`config.mk`:
```
export PLATFORM = sky130hd
export DESIGN_NAME = cal_and_gpio_register_bank
export DESIGN_NICKNAME = d
export VERILOG_FILES = /design/src/hdl/cal_gpio_pkg.sv /design/src/hdl/cal_and_gpio_register_bank.sv
export SDC_FILE = /design/constraint.sdc
export NUM_CORES = 1
export LEC_CHECK = 0
export ABC_AREA = 1
export BUFFER_PORTS_ARGS = -buffer_cell sky130_fd_sc_hd__buf_2
export CAP_MARGIN = 0
export CORE_ASPECT_RATIO = 1.5
export CORE_MARGIN = 2
export CORE_UTILIZATION = 59
export DETAILED_ROUTE_END_ITERATION = 8
export PLACE_DENSITY = 0.79
export SLEW_MARGIN = 20
export SYNTH_ARGS = -nofsm -noshare
export SYNTH_HDL_FRONTEND = slang
export SYNTH_SLANG_ARGS = --single-unit
```
`constraint.sdc`:
```
create_clock -name mclk_i -period 2.65 [get_ports mclk_i]
set_input_delay 0.53 -clock mclk_i [delete_from_list [all_inputs] [get_ports mclk_i]]
set_output_delay 0.53 -clock mclk_i [all_outputs]
set_load 0.01 [all_outputs]
```
`src/hdl/cal_gpio_pkg.sv`:
```
/*
  Constants for the calibration and pin register bank: register
  addresses, field positions, reset values and the serial frame layout.
  Assumes nothing of its surroundings.
*/
package cal_gpio_pkg;
  localparam int NPINS = 4;
  localparam int ADDR_W = 5;
  localparam int BYTE_W = 8;
  // command byte: bit 7 high = read, bits 4:0 = register address
  localparam int CMD_RD_BIT = 7;
  localparam logic [3:0] FRAME_BITS = 4'hF;
  localparam logic [3:0] CMD_LAST_BIT = 4'h7;
  localparam logic [ADDR_W-1:0] ADDR_OFS_LO = 5'h0B;
  localparam logic [ADDR_W-1:0] ADDR_OFS_HI = 5'h0C;
  localparam logic [ADDR_W-1:0] ADDR_RSVD = 5'h0D;
  localparam logic [ADDR_W-1:0] ADDR_GAIN_LO = 5'h0E;
  localparam logic [ADDR_W-1:0] ADDR_GAIN_HI = 5'h0F;
  localparam logic [ADDR_W-1:0] ADDR_PIN_DAT = 5'h10;
  localparam logic [ADDR_W-1:0] ADDR_PIN_FUN = 5'h11;
  localparam logic [BYTE_W-1:0] RST_OFS_LO = 8'h00;
  localparam logic [BYTE_W-1:0] RST_OFS_HI = 8'h00;
  localparam logic [BYTE_W-1:0] RST_GAIN_LO = 8'h00;
  localparam logic [BYTE_W-1:0] RST_GAIN_HI = 8'h40;
  localparam logic [BYTE_W-1:0] RSVD_VAL = 8'h00;
  localparam logic [NPINS-1:0] RST_PIN_DIR = 4'h0;
  localparam logic [NPINS-1:0] RST_PIN_LEVEL = 4'h0;
  localparam logic [NPINS-1:0] RST_PIN_SEL = 4'h0;
  localparam int DIR_LSB = 4;
  localparam int LEVEL_LSB = 0;
  localparam int SEL_LSB = 0;
  typedef enum logic [2:0] {
    ST_CMD = 3'b001,
    ST_DATA = 3'b010,
    ST_DONE = 3'b100
  } link_state_t;
endpackage : cal_gpio_pkg

```
`src/hdl/cal_and_gpio_register_bank.sv`:
```
/*
  Calibration word and general-purpose pin register bank behind a
  four-wire serial link in clock mode 1.
  Assumes sclk_i, cs_n_i, din_i and gpio_i are asynchronous to mclk_i,
  with the serial clock well below a quarter of mclk_i. Frame: one
  command byte (bit 7 read, bits 4:0 address) then one data byte,
  most significant bit first.
*/
`timescale 1ns/10ps
module cal_and_gpio_register_bank #(
  parameter bit SIX_INPUT = 1'b0
) (
  input wire logic mclk_i,
  input wire logic rstn_i,
  input wire logic sclk_i,
  input wire logic cs_n_i,
  input wire logic din_i,
  output logic dout_o,
  output logic dout_oe_o,
  input wire logic [cal_gpio_pkg::NPINS-1:0] gpio_i,
  output logic [cal_gpio_pkg::NPINS-1:0] gpio_o,
  output logic [cal_gpio_pkg::NPINS-1:0] gpio_oe_o,
  output logic [cal_gpio_pkg::NPINS-1:0] pin_analog_o,
  output logic [cal_gpio_pkg::NPINS-1:0] pin_enabled_o,
  output logic [15:0] offset_corr_value_o,
  output logic [15:0] gain_corr_value_o
);
  import cal_gpio_pkg::*;

  // two-stage synchronisers for every asynchronous input
  logic [2:0] sync1_r;
  logic [2:0] sync2_r;
  logic [NPINS-1:0] gpio_s1_r;
  logic [NPINS-1:0] gpio_s2_r;
  logic sclk_d_r;

  always_ff @(posedge mclk_i) begin
    if (!rstn_i) begin
      sync1_r <= 3'h2;
      sync2_r <= 3'h2;
      gpio_s1_r <= 4'h0;
      gpio_s2_r <= 4'h0;
      sclk_d_r <= 1'b0;
    end else begin
      sync1_r <= {din_i, cs_n_i, sclk_i};
      sync2_r <= sync1_r;
      gpio_s1_r <= gpio_i;
      gpio_s2_r <= gpio_s1_r;
      sclk_d_r <= sync2_r[0];
    end
  end

  logic sclk_s;
  logic cs_n_s;
  logic din_s;
  logic sclk_rise;
  logic sclk_fall;
  logic frame_on;

  assign sclk_s = sync2_r[0];
  assign cs_n_s = sync2_r[1];
  assign din_s = sync2_r[2];
  assign frame_on = !cs_n_s;
  assign sclk_rise = frame_on && sclk_s && !sclk_d_r;
  assign sclk_fall = frame_on && !sclk_s && sclk_d_r;

  // link state
  link_state_t state_r;
  link_state_t state_nxt;
  logic [3:0] bitcnt_r;
  logic [3:0] bitcnt_nxt;
  logic [BYTE_W-1:0] shift_r;
  logic [BYTE_W-1:0] shift_nxt;
  logic [BYTE_W-1:0] cmd_r;
  logic [BYTE_W-1:0] cmd_nxt;
  logic [BYTE_W-1:0] tx_r;
  logic [BYTE_W-1:0] tx_nxt;
  logic dout_r;
  logic dout_nxt;
  logic dout_oe_r;
  logic dout_oe_nxt;

  // register state
  logic [BYTE_W-1:0] ofs_lo_r;
  logic [BYTE_W-1:0] ofs_lo_nxt;
  logic [BYTE_W-1:0] ofs_hi_r;
  logic [BYTE_W-1:0] ofs_hi_nxt;
  logic [BYTE_W-1:0] gain_lo_r;
  logic [BYTE_W-1:0] gain_lo_nxt;
  logic [BYTE_W-1:0] gain_hi_r;
  logic [BYTE_W-1:0] gain_hi_nxt;
  logic [NPINS-1:0] pin_dir_r;
  logic [NPINS-1:0] pin_dir_nxt;
  logic [NPINS-1:0] pin_level_r;
  logic [NPINS-1:0] pin_level_nxt;
  logic [NPINS-1:0] pin_digital_select_r;
  logic [NPINS-1:0] pin_digital_select_nxt;

  // pin drivers, registered so outputs come straight from flops
  logic [NPINS-1:0] gpio_r;
  logic [NPINS-1:0] gpio_nxt;
  logic [NPINS-1:0] gpio_oe_r;
  logic [NPINS-1:0] gpio_oe_nxt;
  logic [NPINS-1:0] pin_read;

  // per-pin output driver and read-back select
  generate
    for (genvar i = 0; i < NPINS; i++) begin : g_pin
      always_comb begin
        gpio_oe_nxt[i] = pin_digital_select_r[i] && !pin_dir_r[i];
        gpio_nxt[i] = pin_level_r[i] && gpio_oe_nxt[i];
        if (pin_digital_select_r[i] && pin_dir_r[i]) begin
          pin_read[i] = gpio_s2_r[i];
        end else begin
          pin_read[i] = pin_level_r[i];
        end
      end
    end
  endgenerate

  function automatic logic [BYTE_W-1:0] read_byte(
    input logic [ADDR_W-1:0] a
  );
    logic [BYTE_W-1:0] v;
    v = 8'h00;
    unique case (a)
      ADDR_OFS_LO: v = ofs_lo_r;
      ADDR_OFS_HI: v = ofs_hi_r;
      ADDR_RSVD: v = RSVD_VAL;
      ADDR_GAIN_LO: v = gain_lo_r;
      ADDR_GAIN_HI: v = gain_hi_r;
      ADDR_PIN_DAT: v = {pin_dir_r, pin_read};
      ADDR_PIN_FUN: v = {4'h0, pin_digital_select_r};
      default: v = 8'h00;
    endcase
    return v;
  endfunction : read_byte

  logic [BYTE_W-1:0] rx_byte;
  logic [ADDR_W-1:0] cmd_addr;
  logic do_write;

  assign rx_byte = {shift_r[BYTE_W-2:0], din_s};
  assign cmd_addr = cmd_r[ADDR_W-1:0];

  always_comb begin
    state_nxt = state_r;
    bitcnt_nxt = bitcnt_r;
    shift_nxt = shift_r;
    cmd_nxt = cmd_r;
    tx_nxt = tx_r;
    dout_nxt = dout_r;
    dout_oe_nxt = frame_on;
    do_write = 1'b0;
    if (!frame_on) begin
      state_nxt = ST_CMD;
      bitcnt_nxt = 4'h0;
      dout_nxt = 1'b0;
    end else begin
      unique case (state_r)
        ST_CMD: begin
          if (sclk_fall) begin
            shift_nxt = rx_byte;
            bitcnt_nxt = bitcnt_r + 4'h1;
            if (bitcnt_r == CMD_LAST_BIT) begin
              cmd_nxt = rx_byte;
              tx_nxt = read_byte(rx_byte[ADDR_W-1:0]);
              state_nxt = ST_DATA;
            end
          end
        end
        ST_DATA: begin
          if (sclk_rise && cmd_r[CMD_RD_BIT]) begin
            dout_nxt = tx_r[BYTE_W-1];
            tx_nxt = {tx_r[BYTE_W-2:0], 1'b0};
          end
          if (sclk_fall) begin
            shift_nxt = rx_byte;
            bitcnt_nxt = bitcnt_r + 4'h1;
            if (bitcnt_r == FRAME_BITS) begin
              do_write = !cmd_r[CMD_RD_BIT];
              state_nxt = ST_DONE;
            end
          end
        end
        ST_DONE: begin
          // extra clocks only clear dout on each rise until chip select rises
          if (sclk_rise) begin
            dout_nxt = 1'b0;
          end
        end
      endcase
    end
  end

  always_comb begin
    ofs_lo_nxt = ofs_lo_r;
    ofs_hi_nxt = ofs_hi_r;
    gain_lo_nxt = gain_lo_r;
    gain_hi_nxt = gain_hi_r;
    pin_dir_nxt = pin_dir_r;
    pin_level_nxt = pin_level_r;
    pin_digital_select_nxt = pin_digital_select_r;
    if (do_write) begin
      unique case (cmd_addr)
        ADDR_OFS_LO: ofs_lo_nxt = rx_byte;
        ADDR_OFS_HI: ofs_hi_nxt = rx_byte;
        ADDR_GAIN_LO: gain_lo_nxt = rx_byte;
        ADDR_GAIN_HI: gain_hi_nxt = rx_byte;
        ADDR_PIN_DAT: begin
          pin_dir_nxt = rx_byte[DIR_LSB +: NPINS];
          pin_level_nxt = rx_byte[LEVEL_LSB +: NPINS];
        end
        ADDR_PIN_FUN: begin
          // upper nibble is read-only and dropped
          pin_digital_select_nxt = rx_byte[SEL_LSB +: NPINS];
        end
        default: begin
          // reserved byte and unmapped addresses take no write
          ofs_lo_nxt = ofs_lo_r;
        end
      endcase
    end
  end

  always_ff @(posedge mclk_i) begin
    if (!rstn_i) begin
      state_r <= ST_CMD;
      bitcnt_r <= 4'h0;
      shift_r <= 8'h00;
      cmd_r <= 8'h00;
      tx_r <= 8'h00;
      dout_r <= 1'b0;
      dout_oe_r <= 1'b0;
    end else begin
      state_r <= state_nxt;
      bitcnt_r <= bitcnt_nxt;
      shift_r <= shift_nxt;
      cmd_r <= cmd_nxt;
      tx_r <= tx_nxt;
      dout_r <= dout_nxt;
      dout_oe_r <= dout_oe_nxt;
    end
  end

  always_ff @(posedge mclk_i) begin
    if (!rstn_i) begin
      ofs_lo_r <= RST_OFS_LO;
      ofs_hi_r <= RST_OFS_HI;
      gain_lo_r <= RST_GAIN_LO;
      gain_hi_r <= RST_GAIN_HI;
      pin_dir_r <= RST_PIN_DIR;
      pin_level_r <= RST_PIN_LEVEL;
      pin_digital_select_r <= RST_PIN_SEL;
      gpio_r <= 4'h0;
      gpio_oe_r <= 4'h0;
    end else begin
      ofs_lo_r <= ofs_lo_nxt;
      ofs_hi_r <= ofs_hi_nxt;
      gain_lo_r <= gain_lo_nxt;
      gain_hi_r <= gain_hi_nxt;
      pin_dir_r <= pin_dir_nxt;
      pin_level_r <= pin_level_nxt;
      pin_digital_select_r <= pin_digital_select_nxt;
      gpio_r <= gpio_nxt;
      gpio_oe_r <= gpio_oe_nxt;
    end
  end

  // on the six-input variant a pin is only enabled once selected digital
  logic [NPINS-1:0] analog_r;
  logic [NPINS-1:0] enabled_r;

  always_ff @(posedge mclk_i) begin
    if (!rstn_i) begin
      analog_r <= 4'hF;
      enabled_r <= 4'h0;
    end else begin
      analog_r <= ~pin_digital_select_r;
      enabled_r <= SIX_INPUT ? pin_digital_select_r : 4'hF;
    end
  end

  assign dout_o = dout_r;
  assign dout_oe_o = dout_oe_r;
  assign gpio_o = gpio_r;
  assign gpio_oe_o = gpio_oe_r;
  assign pin_analog_o = analog_r;
  assign pin_enabled_o = enabled_r;
  assign offset_corr_value_o = {ofs_hi_r, ofs_lo_r};
  assign gain_corr_value_o = {gain_hi_r, gain_lo_r};
endmodule : cal_and_gpio_register_bank

```
==> flow_summary_export.csv, run 1 <==
group,metric,value,unit
synth,synth-seq-area-share,47.2,%
critical_path,critPathArrivalTime,2.19,ns
run_status,outcome,"finished, final reports clean",
critical_path,worst-r2r-setup-slack,0.78,ns
sta,timing.hold.ws,0.324,ns
hold_path,hold_path.class,"input port to flop",
sta,drv_slew,0,
clock_network,ctsResizeCount,0,
synth,netlist_area,4320,um2
synth,ys_ff_latch,102,
synth,syn_avg_cell_area,7.76,um2
critical_path,crit_family,"simple AND/OR/NAND/NOR gates",
sta,setup_viol,0,
sta,slew_headroom,52.4,%
sta,tightest_slew,0.711,ns
place,gp_congestion,0.943,
route,wl_per_cell,14.8,um
layout,final_cells,711,
floorplan,initial_core_util,60.2,%
critical_path,slowest_delay,0.39,ns
route,vias,3841,
clock_network,cts_inserted_buffers,9,
sta,fin_crit,1.87,ns
pwr,cellLeakagePower,2.20,nW
grt,grt_pass1_wl,16400,um
sta,rsz0062_at_grt,"false",
sta,hold_violations,0,
grt,grt_max_degree,57,
flow_run,cap_viol_max_count,0,
clock_network,post_cts_buffers,0,
route,vias_per_cell,5.40,
clock_network,cts_sinks,102,
route,ant_nets,0,
clock_network,clkTransAtPathRegs,0.10,ns
place,numPortBuffers,58,
route,wl_met1,4320,um
route,routed_wl,10500,um
route,firstDrtPassIters,5,
synth,synth.distinct_cells,34,
pwr,power_density,523,nW/um2
clock_network,hold_buffers,0,
floorplan,fp.coreArea,7180,um2
clock_network,clock_path_buffers,2,
clock_network,clk_latency,0.38,ns
synth,syn_nets,567,
layout,diodes,0,
critical_path,crit_type,"flop to flop",
clock_network,htree_levels,3,
pwr,irDropWorstVdd,364,uV
clock_network,cts_tree,"yes",
route,top_layer,"met4",
route,drc,0,
floorplan,io_pins,59,
synth,postSynthCellCount,557,
critical_path,worst-path-max-fanout,20,
sta,finClkSkew,0.0122,ns
route,wl_met2,5210,um
hold_path,holdPathStages,3,
critical_path,r2r-end,"bitcnt_r[2]",
floorplan,dieHeight,109,um
critical_path,r2r-start,"state_r[0]",
grt,grt_overflow,0,
critical_path,path_buf_inv,2,
synth,ys_warn_count,0,
route,drt_iter0_markers,312,
floorplan,die_w,73.9,um
hold_path,min_from,"sclk_i",
critical_path,startpoint_type,"flop",
layout,final_nets,616,
clock_network,ctsRootBufferMaster,"clkbuf_8",
hold_path,min_to,"sync1_r[0]",
grt,antenna_found_initial,0,
route,wl_met3,508,um
floorplan,die_area,8040,um2
layout,syn_to_final_growth,10.7,%
floorplan,row_count,38,
sta,finalCritPeriodShare,70.7,%
place,placed_cells,695,
place,dpl.hpwl,7710,um
layout,drive_above_1_share,18.5,%
critical_path,crit_path_end_kind,"flop",
critical_path,critical_path_required,2.97,ns
sta,fin_ws,0.775,ns
critical_path,crit_chain,"inv_1 > nand3_4 > o21ai_0 > nand2_1 > inv_1 > nand2_1 > or2_1 > a21oi_1",
sta,setup-tns-final,0,ns
critical_path,crit_slowest_cell,"nand2_1",
sta,max_freq,533,MHz
grt,grt_pass1_vias,3367,
grt,track_usage,27.2,%
critical_path,reg2reg_depth,8,
place,dpl_worst_slack,0.829,ns
==> where the power goes <==
group          total, mW  switching, mW  internal (mW)
logic             0.0530         0.0367         0.0163
registers           1.55        0.00747           1.54
clock network      0.900          0.554          0.347
==> cell usage in the layout (no fill, tap or decap), drive strengths merged <==
master / netlist / final
clkinvlp: 0 / 2
dfxtp: 102 / 102
ha: 1 / 1
nand3: 39 / 39
o211ai: 2 / 2
inv: 48 / 49
nor2: 59 / 59
or2: 3 / 3
nor3b: 6 / 6
nor4: 1 / 1
nand4: 2 / 2
nand3b: 5 / 5
buf: 13 / 60
clkbuf: 9 / 10
clkinv: 0 / 3
nor3: 11 / 11
a21oi: 71 / 71
nand2: 146 / 146
o21ai: 39 / 39
==> cell usage after synthesis <==
master    number  area share [%]
dfxtp_1      102              47
nand3_2        4            0.93
o21ai_0       34             3.9
o21ai_1        4            0.46
nand2_1      140              12
buf_2          5            0.58
nand4_1        2            0.29
nand3_4        2            0.81
nor3_1        10             1.2
nor2_2         3            0.43
nor2_4         8             2.1
buf_6          3            0.78
nor2_8         3             1.4
inv_2          3            0.26
buf_4          4            0.69
o21ai_2        1            0.20
nor3b_1        6             1.0
nand2_2        4            0.58
a21oi_1       67             7.8
nor2_1        45             3.9
nor3_4         1            0.38
clkbuf_1       9            0.78
nor4_4         1            0.49
or2_2          2            0.29
a21oi_2        4            0.81
or2_1          1            0.14
buf_12         1            0.46
nand2_4        1            0.26
o211ai_1       2            0.35
inv_1         45             3.9
ha_1           1            0.29
nand3b_1       5            0.87
nand2_8        1            0.46
nand3_1       33             3.8
==> per-stage QoR <==
step / utilization, % / total power [mW] / cell area (um2)
global placement: 64.2 / 1.64 / 4610
CTS: 66.6 / 2.50 / 4780
detailed placement: 64.2 / 1.64 / 4610
global route: 66.6 / 2.57 / 4780
finish: 66.6 / 2.50 / 4780
floorplan: - / 1.62 / 4320
==> worst register-to-register path, stage by stage (launching register included) <==
cell and delay [ns]:
dfxtp_1 0.34, inv_1 0.11, nand3_4 0.23, o21ai_0 0.15, nand2_1 0.39, inv_1 0.20, nand2_1 0.08, or2_1 0.21
a21oi_1 0.11
==> cell families after synthesis <==
| kind of cell | synth area share, % |
|---|---|
| and+or+nand+nor | 31.5 |
| AOI/OAI and AO/OA | 13.5 |
| DFF | 47.2 |
| buffers and inverters | 7.47 |
| adders and majority gates | 0.289 |
==> worst max-delay path by stage <==
| stage | to | from | depth (start not counted) | slack [ns] |
|---|---|---|---|---|
| 5_1_grt | bitcnt_r[2] | state_r[0] | 8 | 0.57 |
| 2_1_floorplan | ofs_hi_r[7] | bitcnt_r[0] | 8 | 1.20 |
| 6_report | bitcnt_r[2] | state_r[0] | 8 | 0.78 |
| 4_1_cts | bitcnt_r[2] | state_r[0] | 8 | 0.80 |
| 3_3_place_gp | bitcnt_r[2] | state_r[0] | 8 | 0.92 |
| 3_5_place_dp | bitcnt_r[2] | state_r[0] | 8 | 0.83 |
==> sequential cells by signal (all words and copies together), names as in the netlist, 6 cells and up <==
register,count
ofs_lo_r,8
gain_hi_r,8
gain_lo_r,8
cmd_r,6
tx_r,8
ofs_hi_r,8
shift_r,7
==> layer usage <==
metal	vias up	track usage, %
met5	-	0
met4	0	17.9
met3	29	2.77
met2	142	44.3
met1	1765	33.6
li1	1905	-
==> final cells by class <==
| type | instances | area [um2] |
|---|---|---|
| Multi-Input combinational cell | 385 | 1960 |
| Timing Repair Buffer | 60 | 305 |
| Sequential cell | 102 | 2040 |
| Fill cell | 641 | 2390 |
| Clock inverter | 6 | 46.3 |
| Clock buffer | 10 | 128 |
| Tap cell | 100 | 125 |
| Inverter | 48 | 180 |
Note: power is estimated with default switching activity, not from simulation.
==> inputs of run 2 (changes only) <==
Settings changed: ABC_AREA 1 to 0, CORE_UTILIZATION 59 to 51, PLACE_DENSITY 0.79 to 0.72.
Clock period 2.65 ns to 1.7 ns, I/O delays scaled along.
==> run 2 against run 1 <==
Die area rose by 13%; sequential power rose by 55%; clock power rose by 110%; sequential share of layout area fell by 3.8 points; cell count fell by 12%; critical path depth fell by 4; global-route usage fell by 3.0 points; worst hold slack got worse by 0.15 ns; flip-flop and latch count did not move; largest power group unchanged; highest routed layer unchanged.
==> flow_summary_export.csv, run 2 <==
group,metric,value,unit
run_status,outcome,"finished, final reports clean",
place,gp_congestion,0.871,
sta,drv_slew,0,
grt,track_usage,24.2,%
route,drc,0,
synth,synth_common_cells,"dfxtp_1, mux2i_1, nand2_1",
synth,synth.distinct_cells,58,
synth,synth_most_common_cell,"dfxtp_1",
place,dpl.hpwl,7650,um
grt,grt_max_degree,75,
critical_path,crit_type,"flop to flop",
clock_network,htree_levels,3,
pwr,cellLeakagePower,2.26,nW
synth,synth_flop_cell,"dfxtp_1",
layout,diodes,0,
clock_network,clock_path_buffers,2,
route,routed_wl,10800,um
synth,ys_ff_latch,102,
grt,grt_overflow,0,
sta,max_freq,597,MHz
critical_path,worst-path-max-fanout,6,
synth,synth-seq-area-share,48.1,%
floorplan,die_w,78.5,um
pwr,power_density,839,nW/um2
layout,final_common_cell,"dfxtp_1",
layout,fillers,679,
sta,fin_crit,1.67,ns
synth,syn_nets,448,
critical_path,critPathArrivalTime,1.94,ns
route,drt_iter0_markers,185,
floorplan,die_area,9090,um2
route,vias_per_cell,5.71,
synth,netlist_area,4250,um2
sta,tightest_slew,0.394,ns
floorplan,io_pins,59,
synth,yosysTopAreaCell,"dfxtp_1",
clock_network,cts_inserted_buffers,9,
grt,grt_pass1_vias,3432,
layout,final_nets,526,
critical_path,critical_path_required,1.96,ns
floorplan,dieHeight,116,um
grt,use_met3,3.27,%
grt,grt_util_met2,42.5,%
critical_path,crit_path_end_kind,"flop",
sta,finalCritPeriodShare,98.5,%
grt,met1_usage,29.8,%
synth,ys_warn_count,0,
layout,drive_above_1_share,29.0,%
synth,synth_top_area_share,48.1,%
critical_path,startpoint_type,"flop",
sta,timing.hold.ws,0.174,ns
synth,synthTopCellsByArea,"dfxtp_1, mux2i_1, nand2_1",
synth,postSynthCellCount,438,
synth,synthArstFlopShare,0,%
layout,final_core_util,65.6,%
floorplan,row_count,40,
clock_network,clk_latency,0.34,ns
grt,grt_pass1_wl,17100,um
clock_network,ctsRootBufferMaster,"clkbuf_16",
route,vias,3574,
sta,slew_headroom,73.4,%
sta,hold_violations,0,
sta,rsz0062_at_grt,"true",
layout,mostFrequentLayoutCells,"dfxtp_1, mux2i_1, nand2_1",
grt,antenna_found_initial,0,
flow_run,cap_viol_max_count,0,
floorplan,initial_core_util,52.7,%
route,firstDrtPassIters,5,
layout,syn_to_final_growth,24.3,%
synth,syn_avg_cell_area,9.70,um2
sta,finClkSkew,0.00916,ns
floorplan,fp.coreArea,8060,um2
clock_network,clkTransAtPathRegs,0.07,ns
clock_network,cts_sinks,102,
synth,synth_edf_count,0,
clock_network,cts_tree,"yes",
route,wl_per_cell,17.3,um
pwr,irDropWorstVdd,687,uV
hold_path,hold_path.class,"input port to flop",
sta,setup_viol,0,
grt,busiest_layer,"met2",
place,numPortBuffers,58,
route,ant_nets,0,
[run 2: what timing repair did]
| item | in CTS | in global routing |
|---|---|---|
| gates resized for setup | 11 | 26 |
| hold buffers | 0 | 0 |
| setup endpoints to repair | 11 | 21 |
| setup buffers | 0 | 2 |
| pin swaps | 4 | 6 |
| gates cloned | 0 | 0 |
[run 2: power by group]
group          internal, mW  switching [mW]
logic                0.0360          0.0549
clock network          1.04           0.889
registers              2.40         0.00977
total                  3.48           0.953
[run 2: routing by layer]
layer,up-vias,wire (um)
li1,1718,-
met1,1729,4440
met2,107,5700
met3,20,439
met4,0,269
met5,-,0
[run 2: final timing paths]
check                  start          to  slack (ns)  depth (start not counted)
setup / recovery  state_r[1]     tx_r[1]        0.03                          4
hold / removal        cs_n_i  sync1_r[1]        0.17                          2
setup reg to reg  state_r[1]     tx_r[1]        0.03                          4
hold reg to reg   sync1_r[1]  sync2_r[1]        0.42                          1
[run 2: layout make-up]
type | instances | area, um2 | share of cell area (%)
Clock buffer | 10 | 239 | 4.52
Inverter | 9 | 33.8 | 0.640
Timing Repair Buffer | 95 | 604 | 11.4
Sequential cell | 102 | 2060 | 38.9
Tap cell | 105 | 131 | 2.49
Clock inverter | 6 | 45.0 | 0.853
Multi-Input combinational cell | 299 | 2170 | 41.1
[run 2: cell families after synthesis]
family,share of synthesized area [%]
buffers and inverters,3.92
adder cells (fa/ha/maj),0.294
AND/OR/NAND/NOR,18.8
XOR/XNOR,1.03
multiplexers,15.3
flip-flops,48.1
AO/OA/AOI/OAI,12.6
[run 2: metrics by stage]
step	cells	cell area (um2)	setup slack, ns	total power [mW]	TNS [ns]
after floorplan	438	4260	0.00109	2.53	0
after global routing	626	5280	-0.0374	4.54	-0.128
after detailed placement	608	4840	-0.0223	2.56	-0.0657
after CTS	624	5160	0.00198	4.46	0
after global placement	608	4840	0.0119	2.56	0
final	626	5280	0.0259	4.43	0
[run 2: worst max-delay path: stages (launching register included)]
cell      delay [ns]
dfxtp_4         0.37
nand2b_4        0.16
o31a_1          0.30
or4_4           0.58
o31ai_2         0.19
==> inputs of run 3 (changes only) <==
Settings changed: CORE_UTILIZATION 51 to 57, PLACE_DENSITY 0.72 to 0.76.
Clock period 1.7 ns to 1.8 ns, I/O delays scaled along.
==> run 3 against run 2 <==
Sequential power fell by 5%; cell area is 3.5% lower; routed wire length is 0.54% lower; via count fell by 0.67%; sequential share of layout area is 1.2 points higher; die area fell by 10%; worst setup slack about the same; combinational power down 6.8%; total power fell by 13%; core utilization rose by 5.0 points; clock power shrank 22%; critical path type unchanged.
==> flow_summary_export.csv, run 3 (synthesized netlist as in run 2, its figures left out) <==
group,metric,value,unit
sta,setup_viol,0,
critical_path,reg2reg_depth,4,
clock_network,clkTransAtPathRegs,0.10,ns
layout,mostFrequentLayoutCells,"dfxtp_1, mux2i_1, nand2_1",
grt,grt_overflow,0,
pwr,power_density,760,nW/um2
floorplan,fp.coreArea,7230,um2
layout,seqCellArea,2050,um2
layout,multi_input_area,2100,um2
route,drt_iter0_markers,223,
floorplan,initial_core_util,58.8,%
grt,antenna_found_initial,0,
critical_path,crit_family,"simple AND/OR/NAND/NOR gates",
grt,grt_max_degree,75,
route,ant_nets,0,
place,dpl.hpwl,7450,um
layout,final_core_util,70.5,%
place,gp_congestion,0.869,
grt,grt_pass1_wl,16500,um
critical_path,critPathArrivalTime,2.08,ns
pwr,combPwrFrac,2.2,%
hold_path,holdPathStages,2,
layout,final_cells,621,
critical_path,critical_path_required,2.10,ns
clock_network,cts_sinks,102,
run_status,outcome,"finished, final reports clean",
grt,busiest_layer,"met2",
clock_network,cts_inserted_buffers,9,
critical_path,crit_slowest_cell,"or4_4",
clock_network,clock_path_buffers,2,
layout,diodes,0,
place,placed_cells,603,
floorplan,io_pins,59,
grt,use_met3,5.68,%
floorplan,die_area,8180,um2
sta,rsz0062_at_grt,"true",
route,routed_wl,10800,um
layout,syn_to_final_growth,20.0,%
sta,slew_headroom,68.9,%
critical_path,slowest_delay,0.58,ns
pwr,power.internal,2.99,mW
critical_path,crit_chain,"nand2b_1 > o31a_1 > or4_4 > o31ai_2",
layout,drive_above_1_share,26.1,%
critical_path,crit_type,"flop to flop",
layout,final_common_cell,"dfxtp_1",
pwr,clockPowerShare,38.9,%
grt,grt_util_met2,46.3,%
route,vias_per_cell,5.72,
sta,max_freq,564,MHz
sta,fin_ws,0.0256,ns
sta,tightest_slew,0.464,ns
sta,fin_crit,1.77,ns
route,vias,3550,
critical_path,startpoint_type,"flop",
critical_path,path_buf_inv,0,
critical_path,crit_path_end_kind,"flop",
clock_network,clk_latency,0.38,ns
layout,final_nets,526,
layout,fillers,566,
pwr,power.total,3.87,mW
pwr,irDropWorstVdd,647,uV
route,firstDrtPassIters,5,
critical_path,worst-path-max-fanout,8,
critical_path,cp.depth,4,
clock_network,hold_buffers,0,
grt,track_usage,27.1,%
sta,hold_violations,0,
grt,grt_pass1_vias,3316,
floorplan,dieHeight,110,um
clock_network,cts_tree,"yes",
pwr,switching_share,22.8,%
hold_path,hold_path.class,"input port to flop",
sta,drv_slew,0,
place,dpl_worst_slack,-0.00433,ns
route,wl_per_cell,17.4,um
clock_network,htree_levels,3,
pwr,cellLeakagePower,2.20,nW
route,drc,0,
floorplan,die_w,74.5,um
sta,finClkSkew,0.00688,ns
sta,finalCritPeriodShare,98.6,%
pwr,p_sw,0.882,mW
clock_network,ctsRootBufferMaster,"clkbuf_8",
floorplan,row_count,38,
grt,met1_usage,32.2,%
place,numPortBuffers,58,
pwr,pwr-share-seq,59.0,%
flow_run,cap_viol_max_count,0,
run 3: cell count changes in the layout (fill, tap and decap cells not counted), sizes merged:
cell | previous run | this run
clkinv | 6 | 2
bufinv | 0 | 1
clkinvlp | 0 | 3
run 3: worst paths after layout:
check | from | end | slack, ns
worst min-delay path | cs_n_i | sync1_r[1] | 0.17
worst max-delay path | state_r[0] | tx_r[2] | 0.03
worst max register to register | state_r[0] | tx_r[2] | 0.03
worst min register to register | sync1_r[2] | sync2_r[2] | 0.44
run 3: final cells by class:
class | instances | share of cell area, %
multi-input combinational | 299 | 41.3
sequential | 102 | 40.2
timing repair buffer | 95 | 11.4
clock buffer | 10 | 2.70
tap | 100 | 2.45
clock inverter | 6 | 1.37
inverter | 9 | 0.663
run 3: routing by layer:
layer	routed length, um	up-vias
met1	4270	1719
met2	5750	103
met5	0	-
met3	480	24
li1	-	1704
met4	290	0
run 3: through the flow:
stage	hold WS [ns]	TNS (ns)	cell area [um2]
final	0.169	0	5100
after global routing	0.159	-0.0963	5100
after CTS	0.158	0	5020
after detailed placement	0.419	-0.00433	4810
after global placement	0.415	0	4810
after floorplan	0.386	0	4250
run 3: what timing repair did:
| item | in CTS | in global routing |
|---|---|---|
| setup endpoints to repair | 2 | 15 |
| hold endpoints to repair | 0 | 0 |
| gates resized for setup | 4 | 14 |
| buffers inserted | 0 | 2 |
| pin swaps | 0 | 1 |
run 3: power by group through the flow:
| stage | clock (mW) | sequential [mW] | combinational, mW |
|---|---|---|---|
| 2_1_floorplan | 0 | 2.33 | 0.0552 |
| 3_5_place_dp | 0 | 2.33 | 0.0819 |
| 3_3_place_gp | 0 | 2.33 | 0.0797 |
| 5_1_grt | 1.62 | 2.29 | 0.0916 |
| 4_1_cts | 1.52 | 2.28 | 0.0829 |
| 6_report | 1.50 | 2.28 | 0.0847 |
run 3: worst register-to-register path, delay by kind of cell, from the launching register on:
kind / cells / cell delay (ns)
flops: 1 / 0.39
simple gates: 2 / 0.87
compound gates: 2 / 0.43
